<file path="config.mk">
export PLATFORM = sky130hd
export DESIGN_NAME = triggered_realtime_output_port
export DESIGN_NICKNAME = d
export VERILOG_FILES = /design/src/design/port_pin_bank.v /design/src/design/triggered_realtime_output_port.v
export VERILOG_INCLUDE_DIRS = /design/src /design/src/shared
export SDC_FILE = /design/constraint.sdc
export NUM_CORES = 1
export LEC_CHECK = 0
export BUFFER_PORTS_ARGS = -buffer_cell sky130_fd_sc_hd__buf_4
export CAP_MARGIN = 20
export CORE_MARGIN = 2
export CORE_UTILIZATION = 40
export DETAILED_ROUTE_END_ITERATION = 10
export HOLD_SLACK_MARGIN = 0.05
export PLACE_DENSITY = 0.63
export SLEW_MARGIN = 5
export SYNTH_ARGS = -nofsm -noshare
export SYNTH_HDL_FRONTEND = slang
export SYNTH_SLANG_ARGS = --single-unit
export TNS_END_PERCENT = 5
</file>
<file path="constraint.sdc">
create_clock -name core_clk -period 1.65 [get_ports core_clk]
set_clock_uncertainty 0.1 [all_clocks]
set_input_delay 0.0825 -clock core_clk [delete_from_list [all_inputs] [get_ports core_clk]]
set_output_delay 0.0825 -clock core_clk [all_outputs]
set_load 0.1 [all_outputs]
</file>
<file path="src/shared/trig_port_map.vh">
// constants for the triggered output port block
// assumes one core clock and active-high synchronous reset
//
// Operation
// - trigger copies prepared buffer data into output latch and pins.
// - port 0 runs as two 4-bit channels or one 8-bit channel.
// - port 8 has one bit on 0 and two bits on 2-3.
// - port 0 upper nibble updates on timer 0 match 1.
// - port 0 lower nibble or byte updates on match 2 or interrupt 0.
// - port 8 bit 0 trigger is one of four selectable sources.
// - port 8 bits 2-3 output head switch values on match 0.
// - head switch and chroma outputs come from head switch control register.
// - writing head switch control changes those outputs at once.
// - port 8 bit 0 drives low, high or released at trigger.
// - port 8 bit 0 can superimpose separated horizontal sync.
// - pseudo vsync mode plays a fixed level pattern per trigger.
// - ports 0,3,4,5,6,8,9 set direction per bit.
// - ports 0,3,8,9 pull up only pins in input mode.
// - ports 2,7,10,11 input only; pull-ups only on port 2 bits 2-3.
// - port 0 has readable writable low and high buffers.
// - port 8 has a buffer whose reset value is all zeros.
`ifndef TRIG_PORT_MAP_VH
`define TRIG_PORT_MAP_VH

// ----------------------------------------
// register selects
// ----------------------------------------
`define SEL_P0 5'h00
`define SEL_P3 5'h03
`define SEL_P4 5'h04
`define SEL_P5 5'h05
`define SEL_P6 5'h06
`define SEL_P8 5'h08
`define SEL_P9 5'h09
`define SEL_PM0 5'h10
`define SEL_PM3 5'h13
`define SEL_PM4 5'h14
`define SEL_PM5 5'h15
`define SEL_PM6 5'h16
`define SEL_PM8 5'h18
`define SEL_PM9 5'h19
`define SEL_P0LB 5'h0a
`define SEL_P0HB 5'h0b
`define SEL_P8B 5'h0c
`define SEL_P8MC 5'h0d
`define SEL_HSOC 5'h0e
`define SEL_P0TC 5'h0f
`define SEL_TSS0 5'h1a

// ----------------------------------------
// reset values
// ----------------------------------------
`define RST_PM_ALL 8'hff
`define RST_PM8 8'hfd
`define RST_PM9 7'h7f
`define RST_ZERO 8'h00
`define RST_ZERO7 7'h00
`define RST_P8B 8'h00

// ----------------------------------------
// field positions
// ----------------------------------------
`define P0TC_LO_EN 0
`define P0TC_HI_EN 1
`define P0TC_BYTE 2
`define P0TC_SRC_INT 3
`define P8MC_B0 0
`define P8MC_B2 2
`define P8MC_B3 3
`define P8MC_PVS 4
`define P8MC_SUP 5
`define P8B_LVL 0
`define P8B_REL 1
`define HSOC_HEAD_AMP_SWITCH_SIGNAL 0
`define HSOC_ROTC 1
`define P8_HEAD 2
`define P8_CHROMA 3
`define NIB_LO 3:0
`define NIB_HI 7:4

// ----------------------------------------
// pseudo vsync pattern, two bits per step {release, level}
// ----------------------------------------
`define PVS_STEPS 3'h6
`define PVS_LAST 3'h5
`define PVS_PAT 12'h800
`define PORT8_PRESENT 8'hfd
`define PULL_GEN 39'h7f000000ff
`define PULL_IN 20'h0000c

`endif

</file>
<file path="src/design/port_pin_bank.v">
// pin bank: synchroniser, direction, release and pull-up for a port group
// assumes drive values and modes come from flops on core_clk
`timescale 1ns/1ps
`default_nettype none

module port_pin_bank #(
	parameter W = 8,
	parameter [W-1:0] PRESENT = {W{1'b1}},
	parameter [W-1:0] PULL = {W{1'b0}}
) (
	input wire core_clk,
	input wire rst,
	input wire [W-1:0] pin_in,
	input wire [W-1:0] drive_val,
	input wire [W-1:0] input_mode,
	input wire [W-1:0] release_pin,
	output wire [W-1:0] pin_out,
	output wire [W-1:0] pin_oe_n,
	output wire [W-1:0] pullup_en,
	output reg [W-1:0] pin_level_r
);

	reg [W-1:0] s1_r;
	reg [W-1:0] s2_r;
	reg [W-1:0] s3_r;

	// ----------------------------------------
	// three-stage pin synchroniser
	// ----------------------------------------
	always @(posedge core_clk) begin
		if (rst) begin
			s1_r <= {W{1'b0}};
			s2_r <= {W{1'b0}};
			s3_r <= {W{1'b0}};
			pin_level_r <= {W{1'b0}};
		end else begin
			s1_r <= pin_in;
			s2_r <= s1_r;
			s3_r <= s2_r;
			// accept only where stages two and three agree
			pin_level_r <= ((s2_r & s3_r) | (pin_level_r & (s2_r ^ s3_r))) & PRESENT;
		end
	end

	// ----------------------------------------
	// direction and pull-up
	// ----------------------------------------
	assign pin_out = drive_val & PRESENT;
	assign pin_oe_n = input_mode | release_pin | ~PRESENT;
	assign pullup_en = input_mode & PRESENT & PULL;

endmodule

`default_nettype wire

</file>
<file path="src/design/triggered_realtime_output_port.v">
// triggered output port for ports 0 and 8, plus general and input-only ports
// assumes timer events and horizontal sync are one-cycle or level signals on core_clk
`timescale 1ns/1ps
`default_nettype none
`include "trig_port_map.vh"

module triggered_realtime_output_port (
	input wire core_clk,
	input wire rst,
	input wire wr_en,
	input wire [4:0] wr_sel,
	input wire [7:0] wr_data,
	input wire [4:0] rd_sel,
	output reg [7:0] rd_data_r,
	input wire timer0_match0_event,
	input wire timer0_match1_event,
	input wire timer0_match2_event,
	input wire timer1_match3_event,
	input wire timer5_match_event,
	input wire external_interrupt0_event,
	input wire hsync_sep,
	input wire [7:0] port0_pin_in,
	output wire [7:0] port0_pin_out,
	output wire [7:0] port0_pin_oe_n,
	output wire [7:0] port0_pullup_en,
	input wire [7:0] port8_pin_in,
	output wire [7:0] port8_pin_out,
	output wire [7:0] port8_pin_oe_n,
	output wire [7:0] port8_pullup_en,
	input wire [38:0] gen_pin_in,
	output wire [38:0] gen_pin_out,
	output wire [38:0] gen_pin_oe_n,
	output wire [38:0] gen_pullup_en,
	input wire [19:0] inonly_pin_in,
	output wire [19:0] inonly_pullup_en
);

	// ----------------------------------------
	// registers
	// ----------------------------------------
	reg [7:0] lat0_r;
	reg [7:0] lat3_r;
	reg [7:0] lat4_r;
	reg [7:0] lat5_r;
	reg [7:0] lat6_r;
	reg [7:0] lat8_r;
	reg [6:0] lat9_r;
	reg [7:0] pm0_r;
	reg [7:0] pm3_r;
	reg [7:0] pm4_r;
	reg [7:0] pm5_r;
	reg [7:0] pm6_r;
	reg [7:0] pm8_r;
	reg [6:0] pm9_r;
	reg [7:0] port0_low_buffer_r;
	reg [7:0] port0_high_buffer_r;
	reg [7:0] port8_buffer_r;
	reg [7:0] port8_mode_control_r;
	reg [7:0] head_switch_output_control_r;
	reg [7:0] port0_trigger_control_r;
	reg [7:0] trigger_source_select0_r;
	reg p80_drive_r;
	reg p80_rel_r;
	reg p80_lvl_r;
	reg p80_hold_rel_r;
	reg pvs_active_r;
	reg [2:0] pvs_step_r;
	reg hsync_d_r;

	wire [7:0] p0_lvl;
	wire [7:0] p8_lvl;
	wire [38:0] gen_lvl;
	wire [19:0] inonly_lvl;

	// ----------------------------------------
	// helpers
	// ----------------------------------------
	function [7:0] port_read;
		input [7:0] mode;
		input [7:0] lat;
		input [7:0] pin;
		begin
			port_read = (mode & pin) | (~mode & lat);
		end
	endfunction

	function wr_hit;
		input [4:0] sel;
		begin
			wr_hit = wr_en && (wr_sel == sel);
		end
	endfunction

	function [1:0] pvs_pat;
		input [2:0] step;
		reg [11:0] pat;
		begin
			pat = `PVS_PAT;
			pvs_pat = pat[{step, 1'b0} +: 2];
		end
	endfunction

	// ----------------------------------------
	// port 0 trigger decode
	// ----------------------------------------
	wire rtp_lo = port0_trigger_control_r[`P0TC_LO_EN];
	wire rtp_hi = port0_trigger_control_r[`P0TC_HI_EN];
	wire rtp_byte = port0_trigger_control_r[`P0TC_BYTE];
	wire trig_lo = port0_trigger_control_r[`P0TC_SRC_INT] ? external_interrupt0_event :
		timer0_match2_event;
	wire trig_hi = timer0_match1_event;
	wire [7:0] p0_rtp_mask = rtp_byte ? 8'hff : {{4{rtp_hi}}, {4{rtp_lo}}};

	// ----------------------------------------
	// port 8 trigger decode
	// ----------------------------------------
	reg trig_p80;
	always @* begin
		case (trigger_source_select0_r[1:0])
			2'h0: trig_p80 = timer0_match1_event;
			2'h1: trig_p80 = timer0_match2_event;
			2'h2: trig_p80 = timer1_match3_event;
			default: trig_p80 = timer5_match_event;
		endcase
	end

	wire p80_en = port8_mode_control_r[`P8MC_B0];
	wire p82_en = port8_mode_control_r[`P8MC_B2];
	wire p83_en = port8_mode_control_r[`P8MC_B3];
	wire pvs_mode = port8_mode_control_r[`P8MC_PVS];
	wire sup_en = port8_mode_control_r[`P8MC_SUP];
	wire hsw_wr = wr_hit(`SEL_HSOC);
	wire [7:0] p8_rtp_mask = {4'h0, p83_en, p82_en, 1'b0, p80_en};
	wire hsync_rise = hsync_sep && !hsync_d_r;

	// ----------------------------------------
	// software registers
	// ----------------------------------------
	always @(posedge core_clk) begin
		if (rst) begin
			lat3_r <= `RST_ZERO;
			lat4_r <= `RST_ZERO;
			lat5_r <= `RST_ZERO;
			lat6_r <= `RST_ZERO;
			lat9_r <= `RST_ZERO7;
			pm0_r <= `RST_PM_ALL;
			pm3_r <= `RST_PM_ALL;
			pm4_r <= `RST_PM_ALL;
			pm5_r <= `RST_PM_ALL;
			pm6_r <= `RST_PM_ALL;
			pm8_r <= `RST_PM8;
			pm9_r <= `RST_PM9;
			port0_low_buffer_r <= `RST_ZERO;
			port0_high_buffer_r <= `RST_ZERO;
			port8_buffer_r <= `RST_P8B;
			port8_mode_control_r <= `RST_ZERO;
			head_switch_output_control_r <= `RST_ZERO;
			port0_trigger_control_r <= `RST_ZERO;
			trigger_source_select0_r <= `RST_ZERO;
		end else if (wr_en) begin
			if (wr_sel == `SEL_P3) begin
				lat3_r <= wr_data;
			end else if (wr_sel == `SEL_P4) begin
				lat4_r <= wr_data;
			end else if (wr_sel == `SEL_P5) begin
				lat5_r <= wr_data;
			end else if (wr_sel == `SEL_P6) begin
				lat6_r <= wr_data;
			end else if (wr_sel == `SEL_P9) begin
				lat9_r <= wr_data[6:0];
			end else if (wr_sel == `SEL_PM0) begin
				pm0_r <= wr_data;
			end else if (wr_sel == `SEL_PM3) begin
				pm3_r <= wr_data;
			end else if (wr_sel == `SEL_PM4) begin
				pm4_r <= wr_data;
			end else if (wr_sel == `SEL_PM5) begin
				pm5_r <= wr_data;
			end else if (wr_sel == `SEL_PM6) begin
				pm6_r <= wr_data;
			end else if (wr_sel == `SEL_PM8) begin
				pm8_r <= wr_data;
			end else if (wr_sel == `SEL_PM9) begin
				pm9_r <= wr_data[6:0];
			end else if (wr_sel == `SEL_P0LB) begin
				port0_low_buffer_r <= wr_data;
			end else if (wr_sel == `SEL_P0HB) begin
				port0_high_buffer_r <= wr_data;
			end else if (wr_sel == `SEL_P8B) begin
				port8_buffer_r <= wr_data;
			end else if (wr_sel == `SEL_P8MC) begin
				port8_mode_control_r <= wr_data;
			end else if (wr_sel == `SEL_HSOC) begin
				head_switch_output_control_r <= wr_data;
			end else if (wr_sel == `SEL_P0TC) begin
				port0_trigger_control_r <= wr_data;
			end else if (wr_sel == `SEL_TSS0) begin
				trigger_source_select0_r <= wr_data;
			end
		end
	end

	// ----------------------------------------
	// port 0 output latch
	// ----------------------------------------
	always @(posedge core_clk) begin
		if (rst) begin
			lat0_r <= `RST_ZERO;
		end else begin
			if (wr_hit(`SEL_P0)) begin
				lat0_r <= (wr_data & ~p0_rtp_mask) | (lat0_r & p0_rtp_mask);
			end
			if (rtp_byte) begin
				if (trig_lo) begin
					lat0_r <= {port0_high_buffer_r[`NIB_LO], port0_low_buffer_r[`NIB_LO]};
				end
			end else begin
				if (rtp_lo && trig_lo) begin
					lat0_r[`NIB_LO] <= port0_low_buffer_r[`NIB_LO];
				end
				if (rtp_hi && trig_hi) begin
					lat0_r[`NIB_HI] <= port0_high_buffer_r[`NIB_LO];
				end
			end
		end
	end

	// ----------------------------------------
	// port 8 output latch and head switch bits
	// ----------------------------------------
	always @(posedge core_clk) begin
		if (rst) begin
			lat8_r <= `RST_ZERO;
		end else begin
			if (wr_hit(`SEL_P8)) begin
				lat8_r <= (wr_data & ~p8_rtp_mask) | (lat8_r & p8_rtp_mask);
			end
			if (p82_en && (timer0_match0_event || hsw_wr)) begin
				lat8_r[`P8_HEAD] <= hsw_wr ? wr_data[`HSOC_HEAD_AMP_SWITCH_SIGNAL] :
					head_switch_output_control_r[`HSOC_HEAD_AMP_SWITCH_SIGNAL];
			end
			if (p83_en && (timer0_match0_event || hsw_wr)) begin
				lat8_r[`P8_CHROMA] <= hsw_wr ? wr_data[`HSOC_ROTC] :
					head_switch_output_control_r[`HSOC_ROTC];
			end
		end
	end

	// ----------------------------------------
	// port 8 bit 0 three-level and pseudo vsync
	// ----------------------------------------
	always @(posedge core_clk) begin
		if (rst) begin
			p80_lvl_r <= 1'b0;
			p80_hold_rel_r <= 1'b0;
			pvs_active_r <= 1'b0;
			pvs_step_r <= 3'h0;
			hsync_d_r <= 1'b0;
		end else begin
			hsync_d_r <= hsync_sep;
			if (p80_en && trig_p80) begin
				p80_lvl_r <= port8_buffer_r[`P8B_LVL];
				p80_hold_rel_r <= port8_buffer_r[`P8B_REL];
				pvs_active_r <= pvs_mode;
				pvs_step_r <= 3'h0;
			end else if (pvs_active_r && hsync_rise) begin
				if (pvs_step_r == `PVS_LAST) begin
					pvs_active_r <= 1'b0;
				end else begin
					pvs_step_r <= pvs_step_r + 3'h1;
				end
			end
		end
	end

	reg [1:0] p80_src;
	always @* begin
		if (pvs_active_r) begin
			p80_src = pvs_pat(pvs_step_r);
		end else begin
			p80_src = {p80_hold_rel_r, p80_lvl_r};
		end
	end

	always @(posedge core_clk) begin
		if (rst) begin
			p80_drive_r <= 1'b0;
			p80_rel_r <= 1'b0;
		end else if (p80_en) begin
			p80_drive_r <= p80_src[0] & ~(sup_en & hsync_sep);
			p80_rel_r <= p80_src[1];
		end else begin
			p80_drive_r <= lat8_r[0];
			p80_rel_r <= 1'b0;
		end
	end

	// ----------------------------------------
	// pin banks
	// ----------------------------------------
	port_pin_bank #(.W(8), .PULL(8'hff)) u_p0 (
		.core_clk(core_clk),
		.rst(rst),
		.pin_in(port0_pin_in),
		.drive_val(lat0_r),
		.input_mode(pm0_r),
		.release_pin(8'h00),
		.pin_out(port0_pin_out),
		.pin_oe_n(port0_pin_oe_n),
		.pullup_en(port0_pullup_en),
		.pin_level_r(p0_lvl)
	);

	port_pin_bank #(.W(8), .PRESENT(`PORT8_PRESENT), .PULL(8'hff)) u_p8 (
		.core_clk(core_clk),
		.rst(rst),
		.pin_in(port8_pin_in),
		.drive_val({lat8_r[7:1], p80_drive_r}),
		.input_mode(pm8_r),
		.release_pin({7'h00, p80_rel_r}),
		.pin_out(port8_pin_out),
		.pin_oe_n(port8_pin_oe_n),
		.pullup_en(port8_pullup_en),
		.pin_level_r(p8_lvl)
	);

	// order: port 9 (top), 6, 5, 4, 3 (bottom)
	port_pin_bank #(.W(39), .PULL(`PULL_GEN)) u_gen (
		.core_clk(core_clk),
		.rst(rst),
		.pin_in(gen_pin_in),
		.drive_val({lat9_r, lat6_r, lat5_r, lat4_r, lat3_r}),
		.input_mode({pm9_r, pm6_r, pm5_r, pm4_r, pm3_r}),
		.release_pin(39'h0),
		.pin_out(gen_pin_out),
		.pin_oe_n(gen_pin_oe_n),
		.pullup_en(gen_pullup_en),
		.pin_level_r(gen_lvl)
	);

	// order: port 11, 10, 7, 2 (bottom); never driven
	port_pin_bank #(.W(20), .PULL(`PULL_IN)) u_in (
		.core_clk(core_clk),
		.rst(rst),
		.pin_in(inonly_pin_in),
		.drive_val(20'h0),
		.input_mode(20'hfffff),
		.release_pin(20'h0),
		.pin_out(),
		.pin_oe_n(),
		.pullup_en(inonly_pullup_en),
		.pin_level_r(inonly_lvl)
	);

	// ----------------------------------------
	// read back
	// ----------------------------------------
	always @(posedge core_clk) begin
		if (rst) begin
			rd_data_r <= `RST_ZERO;
		end else if (rd_sel == `SEL_P0) begin
			rd_data_r <= port_read(pm0_r, lat0_r, p0_lvl);
		end else if (rd_sel == `SEL_P3) begin
			rd_data_r <= port_read(pm3_r, lat3_r, gen_lvl[7:0]);
		end else if (rd_sel == `SEL_P4) begin
			rd_data_r <= port_read(pm4_r, lat4_r, gen_lvl[15:8]);
		end else if (rd_sel == `SEL_P5) begin
			rd_data_r <= port_read(pm5_r, lat5_r, gen_lvl[23:16]);
		end else if (rd_sel == `SEL_P6) begin
			rd_data_r <= port_read(pm6_r, lat6_r, gen_lvl[31:24]);
		end else if (rd_sel == `SEL_P8) begin
			rd_data_r <= port_read(pm8_r, lat8_r, p8_lvl) & `PORT8_PRESENT;
		end else if (rd_sel == `SEL_P9) begin
			rd_data_r <= port_read({1'b1, pm9_r}, {1'b0, lat9_r}, {1'b0, gen_lvl[38:32]});
		end else if (rd_sel == `SEL_PM0) begin
			rd_data_r <= pm0_r;
		end else if (rd_sel == `SEL_PM8) begin
			rd_data_r <= pm8_r;
		end else if (rd_sel == `SEL_P0LB) begin
			rd_data_r <= port0_low_buffer_r;
		end else if (rd_sel == `SEL_P0HB) begin
			rd_data_r <= port0_high_buffer_r;
		end else if (rd_sel == `SEL_P8B) begin
			rd_data_r <= port8_buffer_r;
		end else if (rd_sel == `SEL_P8MC) begin
			rd_data_r <= port8_mode_control_r;
		end else if (rd_sel == `SEL_HSOC) begin
			rd_data_r <= head_switch_output_control_r;
		end else if (rd_sel == `SEL_P0TC) begin
			rd_data_r <= port0_trigger_control_r;
		end else if (rd_sel == `SEL_TSS0) begin
			rd_data_r <= trigger_source_select0_r;
		end else begin
			rd_data_r <= {inonly_lvl[3:0], inonly_lvl[19:16]};
		end
	end

endmodule

`default_nettype wire

</file>
==> results of run 1 <==
## cell usage after synthesis, types with 21 or more instances
library cell	count	area (um^2)
a211o_1	46	403
a211oi_1	23	173
a21oi_1	95	475
buf_4	95	713
clkbuf_1	71	267
dfxtp_1	430	8610
ha_1	64	801
mux2i_1	165	1650
nand2_1	44	165
nand2b_1	24	150
nor2_1	212	796
nor2b_1	240	1500
nor3_1	21	105
o21ai_0	27	135
## through the flow
| stage | setup slack, ns | instances | util [%] | setup TNS (ns) |
|---|---|---|---|---|
| 2_1_floorplan | -0.190 | 1794 | - | -1.39 |
| 3_3_place_gp | -0.475 | 2656 | 49.0 | -2.99 |
| 3_5_place_dp | -0.510 | 2656 | 49.0 | -3.43 |
| 4_1_cts | -0.161 | 2857 | 55.4 | -0.599 |
| 5_1_grt | -0.217 | 2857 | 55.6 | -1.13 |
| 6_report | -0.172 | 2857 | 55.6 | -0.495 |
## sequential cells by signal, summed over array words and instances (netlist names), 39 cells and up, named ones only
signal and flops:
u_gen.s2_r 39, u_gen.pin_level_r 39, u_gen.s3_r 39, u_gen.s1_r 39
## final cells by class
| class | instances | area, um^2 |
|---|---|---|
| clock buffers | 66 | 1360 |
| clock inverters | 19 | 179 |
| fillers | 3842 | 19100 |
| inverters | 5 | 18.8 |
| multi-input cells | 1171 | 7970 |
| flip-flops and latches | 430 | 8690 |
| well taps | 585 | 732 |
| repair buffers | 581 | 5010 |
## per-layer routing
layer / up-vias / routed length [um] / GRT usage [%]
li1: 6836 / - / -
met1: 6650 / 25100 / 31.4
met2: 293 / 27000 / 41.5
met3: 65 / 2400 / 4.19
met4: 0 / 1100 / 5.71
met5: - / 0 / 0
## cells in the final DEF, fill, tap and decap left out, types with 8 or more instances in the layout
cell type,netlist,layout
a21oi_1,95,90
clkbuf_16,0,47
dfxtp_2,0,53
o21ai_0,27,24
nand2b_1,24,24
dlygate4sd3_1,0,117
nand3b_1,10,10
a211o_1,46,46
nor2_1,212,210
nor3_1,21,21
buf_12,0,23
ha_1,64,64
a211oi_1,23,22
buf_4,95,429
clkbuf_8,0,11
conb_1,2,47
clkbuf_1,71,8
a31oi_1,8,8
buf_6,5,10
mux2i_1,165,163
nand3_1,11,11
o22ai_1,12,11
mux2_2,14,14
nand2_1,44,42
clkinv_2,0,10
dfxtp_1,430,373
nor2b_1,240,240
## power by group through the flow
stage / Sequential, mW / Clock, mW / Combinational [mW]
after floorplan: 11.2 / 0 / 1.41
after global placement: 11.0 / 0 / 2.33
after detailed placement: 11.0 / 0 / 2.34
after CTS: 10.7 / 10.6 / 2.58
after global routing: 10.8 / 11.0 / 2.74
final: 10.7 / 10.4 / 2.60
## worst register-to-register path, delay by kind of cell (launching register included)
| family | cells | cell delay, ns |
|---|---|---|
| AO/OA/AOI/OAI | 2 | 0.40 |
| flip-flops | 1 | 0.36 |
| AND/OR/NAND/NOR | 3 | 0.57 |
| multiplexers | 1 | 0.28 |
## timing repair
item	in CTS	in global routing
hold endpoints to repair	348	0
resized for setup	24	22
setup buffers	0	0
endpoints found under the setup margin	25	57
pin swaps	3	2
hold buffers	117	0
## kinds of logic (layout without fill, tap and decap cells)
kind of cell | count (synthesis) | in the layout | share of synthesized area (%)
fa+ha+maj | 64 | 64 | 4.58
xor+xnor | 2 | 2 | 0.100
mux | 180 | 180 | 10.5
flops | 430 | 430 | 49.3
other cells | 2 | 47 | 0.0430
simple gates | 619 | 619 | 19.0
compound gates | 259 | 259 | 9.89
buf+inv | 193 | 671 | 6.64
## worst min path at each step
stage,from,to,slack (ns),cells past startpoint
global route,timer5_match_event,pvs_active_r$_SDFFE_PP0P_,0.13,4
floorplan,gen_pin_in[0],u_gen.s1_r[0]$_SDFF_PP0_,0.11,1
global placement,gen_pin_in[17],u_gen.s1_r[17]$_SDFF_PP0_,0.19,2
CTS,timer5_match_event,pvs_active_r$_SDFFE_PP0P_,0.08,4
detailed placement,port0_pin_in[0],u_p0.s1_r[0]$_SDFF_PP0_,0.20,2
finish,timer5_match_event,pvs_active_r$_SDFFE_PP0P_,0.13,4
==> flow_summary.yaml, run 1 <==
route:
  first_pass_iters: 5
  dr.first_iter.drc_count: 745
  routed_via_density: 4.85
  wl_per_cell_um: 19.5
  wirelength_um: 55600
  postRouteAntennaNets: 0
  vias: 13844
  drc: 0
clock_tree:
  clkLatencyLatePin_ns: 0.58
  cts-htree-levels: 2
  clockBufferDepth: 3
  path_clk_slew_ns: 0.06
  root_buffer: "clkbuf_16"
  tritoncts: "yes"
  cts.sinks: 430
  numCtsBuffers: 46
status:
  status: "finished, violations left"
  violations: "negative setup slack"
global_route:
  globalRouteOverflowTotal: 0
  grt_pass1_vias: 13534
  grt_max_degree: 88
  grt_usage_pct: 24.1
  antenna_found_initial: 0
  grt_pass1_wl_um: 81800
timing:
  setup_viol: 5
  worstMarginPinSlew_ns: 0.515
  fin_crit_ns: 1.82
  timing.slew.headroom_pct: 64.7
  hold_violations: 0
  maxSlewViolCount: 0
  period_share_pct: 110
  fin_ws_ns: -0.172
  fmax_mhz: 549
  whs_ns: 0.126
  rsz0062_at_grt: "yes"
power:
  pwr-share-clk_pct: 43.7
  power_mw: 23.7
  vdd_drop_max_mv: 0.715
  p_sw_mw: 6.08
  combPwrFrac_pct: 10.9
  swShare_pct: 25.7
  p_per_area_mw_per_mm2: 990
  intPower_mw: 17.6
  p_leak_nw: 10.8
  seq_power_share_pct: 45.3
setup_path:
  endpoint_kind: "register"
  path_cells: "mux2i_4, nor3_1, a211o_1, or4_4, a21oi_2, nor2_1"
  worstSetupEndpoint: "rd_data_r[5]$_SDFF_PP0_"
  arrival_ns: 2.19
  cpPeakStageDelay_ns: 0.43
  path_class: "reg2reg"
  critPathSlowestCell: "or4_4"
  cp_max_fo: 2
  critPathBufInv: 0
  rr_endpoint: "rd_data_r[5]$_SDFF_PP0_"
  cp_num_cells: 6
  cp-start-kind: "register"
  required_ns: 2.01
  crit_family: "simple AND/OR/NAND/NOR gates"
  worstReg2RegStart: "pm6_r[5]$_SDFFE_PP1P_"
  r2r_slack_ns: -0.17
  startpoint: "pm6_r[5]$_SDFFE_PP1P_"
  r2r_cells: 6
synth:
  avgSynthCellArea_um2: 9.99
  ys_seq_area_share_pct: 49.3
  ys_dominant_reg_cell: "dfxtp_1"
  synth_area_mm2: 0.0175
  syn_inst: 1749
  synthArstFlopShare_pct: 0
  synth-seq-cells: 430
  ys_types: 77
  yosysWarnings: 0
  synth_edf_count: 0
die:
  core_mm2: 0.0431
  pin_count: 296
  die-area_mm2: 0.0454
  die_h_um: 213
  die_w_um: 213
  start_util_pct: 40.6
  rows: 76
place:
  dpl.hpwl_um: 40500
  globalplace.congestion: 0.920
  place_area_mm2: 0.0211
  io_buffers: 235
layout:
  syn_to_final_growth_pct: 37.1
  num-nets-final: 2402
  n_antenna_cell: 0
  drive_above_1_share_pct: 29.0
  design_area_mm2: 0.0239
hold_path:
  min_path_type: "in2reg"
flow_run:
  max_cap_viol_count: 0
Power figures use the tool's default switching activity.
==> run 2: changes to the inputs <==
--- a/config.mk
+++ b/config.mk
@@ -13,6 +13,7 @@
 export DETAILED_ROUTE_END_ITERATION = 10
 export HOLD_SLACK_MARGIN = 0.05
 export PLACE_DENSITY = 0.63
+export SKIP_LAST_GASP = 1
 export SLEW_MARGIN = 5
 export SYNTH_ARGS = -nofsm -noshare
 export SYNTH_HDL_FRONTEND = slang
==> flow_summary.yaml, run 2 (same netlist as run 1, synthesis figures left out) <==
global_route:
  grt_usage_pct: 24.1
  grt_pass1_wl_um: 81800
  grt_pass1_vias: 13535
  grt_max_degree: 88
  globalRouteOverflowTotal: 0
  grt-busiest-layer: "met2"
  antenna_found_initial: 0
  use_met1_pct: 31.4
  use_met3_pct: 4.02
  use_met2_pct: 41.7
clock_tree:
  cts_setup_buffers: 0
  clkLatencyLatePin_ns: 0.58
  cts-htree-levels: 2
  path_clk_slew_ns: 0.06
  cts.sinks: 430
  numCtsBuffers: 46
  tritoncts: "yes"
  clockBufferDepth: 3
  root_buffer: "clkbuf_16"
route:
  first_pass_iters: 7
  routed_via_density: 4.87
  postRouteAntennaNets: 0
  dr.first_iter.drc_count: 692
  wirelength_um: 55500
  vias: 13895
  wl_per_cell_um: 19.4
  drc: 0
flow_run:
  max_cap_viol_count: 0
status:
  status: "finished, violations left"
  violations: "negative setup slack"
setup_path:
  path_class: "reg2reg"
  endpoint_kind: "register"
  arrival_ns: 2.18
  cpPeakStageDelay_ns: 0.43
  required_ns: 2.02
  r2r_slack_ns: -0.17
  critPathSlowestCell: "or4_4"
  cp_max_fo: 2
  path_cells: "mux2i_1, buf_4, a21oi_2, a211o_1, or4_4, a21oi_2, nor2_1"
  crit_top_cell: "a21oi_2"
  cp-start-kind: "register"
timing:
  hold_violations: 0
  fin_ws_ns: -0.166
  period_share_pct: 110
  fin_crit_ns: 1.82
  maxSlewViolCount: 0
  timing.slew.headroom_pct: 47.2
  fmax_mhz: 551
  rsz0062_at_grt: "yes"
  setup_viol: 17
  worstMarginPinSlew_ns: 0.784
place:
  io_buffers: 235
  place_area_mm2: 0.0211
  dp_cells: 2656
  globalplace.congestion: 0.920
  dpl.hpwl_um: 40500
layout:
  final_util_pct: 55.5
  n_antenna_cell: 0
  final_cells: 2856
  num-nets-final: 2401
  syn_to_final_growth_pct: 36.8
  final_cell_mix: "438 x buf_4, 376 x dfxtp_1, 239 x nor2b_1, 212 x nor2_1, 163 x mux2i_1"
  final_common_cell: "buf_4"
  drive_above_1_share_pct: 28.7
  design_area_mm2: 0.0239
  nFillCells: 3842
die:
  rows: 76
  die_h_um: 213
  pin_count: 296
  core_mm2: 0.0431
  die-area_mm2: 0.0454
  start_util_pct: 40.6
  die_w_um: 213
power:
  vdd_drop_max_mv: 0.714
  power_mw: 23.7
  p_leak_nw: 10.8
  p_per_area_mw_per_mm2: 991
hold_path:
  min_path_type: "in2reg"
==> run 2: cell count changes in the layout (fill, tap and decap cells not counted), moves of 2 or more <==
cell,previous run,this run
nor2_1,210,212
buf_6,10,1
dfxtp_2,53,49
nand2_1,42,44
dfxtp_1,373,376
buf_4,429,438
a21oi_2,6,3
a21oi_1,90,92
nor2_2,7,5
==> run 2: final cells by class <==
class	instances	area, um^2	area share [%]
clock buffer	66	1360	5.68
clock inverter	19	179	0.748
inverter	5	18.8	0.0785
multi-input combinational	1171	7970	33.4
sequential	430	8690	36.3
tap	585	732	3.06
timing repair buffer	580	4960	20.7
==> run 2: power by group <==
part | switching [mW] | internal, mW | total, mW | leakage (nW)
sequential | 0.119 | 10.6 | 10.7 | 3.50
clock | 4.29 | 6.08 | 10.4 | 0.767
combinational | 1.67 | 0.924 | 2.59 | 6.54
==> run 2: worst max-delay path, delay by kind of cell, from the launching register on <==
kind	cells	cell delay, ns
buf+inv	1	0.17
flops	1	0.34
mux	1	0.20
simple gates	2	0.48
compound gates	3	0.42
==> run 2: timing repair <==
| item | 4_1_cts | 5_1_grt |
|---|---|---|
| hold endpoints to repair | 348 | 0 |
| pin swaps | 1 | 7 |
| hold buffers | 116 | 0 |
| resized for setup | 6 | 26 |
| setup endpoints to repair | 25 | 64 |
==> run 2: path summary, 6_finish.rpt <==
| check | cells after the start | to | startpoint |
|---|---|---|---|
| worst max-delay path | 7 | rd_data_r[5]$_SDFF_PP0_ | pm9_r[5]$_SDFFE_PP1P_ |
| worst min-delay path | 4 | pvs_active_r$_SDFFE_PP0P_ | timer5_match_event |
| worst max register to register | 7 | rd_data_r[5]$_SDFF_PP0_ | pm9_r[5]$_SDFFE_PP1P_ |
| worst min register to register | 1 | u_gen.s2_r[13]$_SDFF_PP0_ | u_gen.s1_r[13]$_SDFF_PP0_ |
==> run 2: metrics by stage <==
stage / setup TNS (ns) / setup WS (ns) / hold WS (ns)
after floorplan: -1.39 / -0.190 / 0.111
after global placement: -2.99 / -0.475 / 0.194
after detailed placement: -3.43 / -0.510 / 0.198
after CTS: -1.28 / -0.161 / 0.0589
after global routing: -3.63 / -0.220 / 0.0807
final: -1.15 / -0.166 / 0.0671
==> run 2: layer usage <==
metal / share of wire, % / wire length (um)
met5: 0 / 0
met4: 1.9 / 1080
met3: 3.8 / 2110
met2: 49 / 27200
met1: 45 / 25100
==> run 3: changes to the inputs <==
==> constraint.sdc (replaced) <==
create_clock -name core_clk -period 1.65 [get_ports core_clk]
set_clock_uncertainty 0.1 [all_clocks]
set_input_delay 0.165 -clock core_clk [delete_from_list [all_inputs] [get_ports core_clk]]
set_output_delay 0.165 -clock core_clk [all_outputs]
set_load 0.1 [all_outputs]
==> flow_summary.yaml, run 3 (same netlist as run 1, synthesis figures left out) <==
clock_tree:
  cts.sinks: 430
  path_clk_slew_ns: 0.06
  clkLatencyLatePin_ns: 0.58
  tritoncts: "yes"
  cts-htree-levels: 2
  root_buffer: "clkbuf_16"
  clockBufferDepth: 3
  numCtsBuffers: 45
hold_path:
  min_from: "wr_sel[2]"
  min_path_type: "in2reg"
timing:
  fmax_mhz: 545
  final.setup.tns_ns: -1.67
  fin_ws_ns: -0.184
  period_share_pct: 111
  hold_violations: 0
  worstMarginPinSlew_ns: 0.623
  maxSlewViolCount: 0
  whs_ns: 0.0968
  setup_viol: 24
  timing.slew.headroom_pct: 58.1
  fin_crit_ns: 1.83
  rsz0062_at_grt: "yes"
layout:
  n_antenna_cell: 0
  design_area_mm2: 0.0234
  final_cell_mix: "424 x buf_4, 380 x dfxtp_1, 240 x nor2b_1, 212 x nor2_1, 164 x mux2i_1"
  syn_to_final_growth_pct: 33.8
  final_cells: 2805
  num-nets-final: 2357
  nFillCells: 3947
  final_common_cell: "buf_4"
  drive_above_1_share_pct: 27.9
place:
  io_buffers: 235
  place_area_mm2: 0.0210
  dpl.hpwl_um: 40600
  pre_cts_ws_ns: -0.472
  globalplace.congestion: 0.898
  dp_cells: 2642
route:
  wirelength_um: 55400
  drc: 0
  first_pass_iters: 5
  routed_via_density: 4.91
  vias: 13786
  postRouteAntennaNets: 0
  wl_per_cell_um: 19.8
  dr.first_iter.drc_count: 775
die:
  start_util_pct: 40.6
  die_h_um: 213
  die-area_mm2: 0.0454
  die_w_um: 213
  rows: 76
  core_mm2: 0.0431
  pin_count: 296
status:
  violations: "negative setup slack"
  status: "finished, violations left"
setup_path:
  cp_max_fo: 2
  path_class: "reg2reg"
  endpoint_kind: "register"
  path_cells: "or3b_1, a2111o_1, o31ai_2, nor3_1, o21ai_1, buf_4, a21oi_2"
  required_ns: 2.01
  worstReg2RegStart: "port0_low_buffer_r[0]$_SDFFE_PP0P_"
  arrival_ns: 2.19
  cpPeakStageDelay_ns: 0.47
  cp-start-kind: "register"
  critPathSlowestCell: "a2111o_1"
  startpoint: "port0_low_buffer_r[0]$_SDFFE_PP0P_"
global_route:
  grt_max_degree: 87
  grt_pass1_vias: 13539
  globalRouteOverflowTotal: 0
  grt_pass1_wl_um: 81900
  grt_usage_pct: 24.3
  antenna_found_initial: 3
power:
  p_leak_nw: 10.5
  vdd_drop_max_mv: 0.857
  p_per_area_mw_per_mm2: 989
flow_run:
  max_cap_viol_count: 0
==> run 3: cell count changes in the layout (fill, tap and decap cells not counted), sizes merged <==
cell         previous run  this run
dlygate4sd3           116        85
clkinv                 12         9
buf                   464       452
clkinvlp                1         5
clkbuf                 66        61
inv                     9         5
==> run 3: worst max-delay path: cells and delay by family, from the launching register on <==
| kind | cells | cell delay, ns |
|---|---|---|
| compound gates | 4 | 0.70 |
| flops | 1 | 0.33 |
| buf+inv | 1 | 0.16 |
| simple gates | 2 | 0.43 |
==> run 3: per-layer routing <==
| metal | routed length (um) | GRT usage, % | vias up | share of wire (%) |
|---|---|---|---|---|
| met5 | 8 | 0 | - | 0.014 |
| met4 | 1310 | 7.50 | 2 | 2.4 |
| met3 | 2630 | 4.21 | 68 | 4.7 |
| met2 | 27100 | 41.5 | 331 | 49 |
| met1 | 24300 | 31.2 | 6653 | 44 |
| li1 | - | - | 6732 | - |
==> run 3: where the power goes <==
| group | internal [mW] | leakage [nW] | switching (mW) |
|---|---|---|---|
| clock network | 5.68 | 0.689 | 4.19 |
| logic | 0.867 | 6.32 | 1.65 |
| registers | 10.6 | 3.50 | 0.120 |
| total | 17.2 | 10.5 | 5.95 |
==> run 3: per-stage QoR <==
| step | utilization (%) | total power [mW] |
|---|---|---|
| 2_1_floorplan | - | 12.6 |
| 3_3_place_gp | 48.8 | 13.3 |
| 3_5_place_dp | 48.8 | 13.3 |
| 4_1_cts | 54.2 | 23.3 |
| 5_1_grt | 54.3 | 23.9 |
| 6_report | 54.3 | 23.1 |
==> run 3: path summary, 6_finish.rpt <==
| check | to | slack, ns | depth (start not counted) |
|---|---|---|---|
| hold / removal | pm3_r[0]$_SDFFE_PP1P_ | 0.1 | 5 |
| setup reg to reg | rd_data_r[0]$_SDFF_PP0_ | -0.18 | 7 |
| setup / recovery | rd_data_r[0]$_SDFF_PP0_ | -0.18 | 7 |
| hold reg to reg | u_p0.s2_r[3]$_SDFF_PP0_ | 0.33 | 1 |
==> run 3: cell type report <==
| cell class | instances | area (um^2) | area share, % |
|---|---|---|---|
| Sequential cell | 430 | 8680 | 37.1 |
| Multi-Input combinational cell | 1171 | 7920 | 33.9 |
| Timing Repair Buffer | 537 | 4590 | 19.6 |
| Clock buffer | 61 | 1260 | 5.38 |
| Tap cell | 585 | 732 | 3.13 |
| Clock inverter | 16 | 179 | 0.766 |
| Inverter | 5 | 18.8 | 0.0803 |
==> run 3: what timing repair did <==
item                                    4_1_cts  5_1_grt
hold buffers                                 85        0
buffers inserted                              1        0
pin swaps                                     1        3
hold endpoints to repair                    259        0
endpoints found under the setup margin       35       65
cloned                                        0        0
gates resized for setup                      10        7
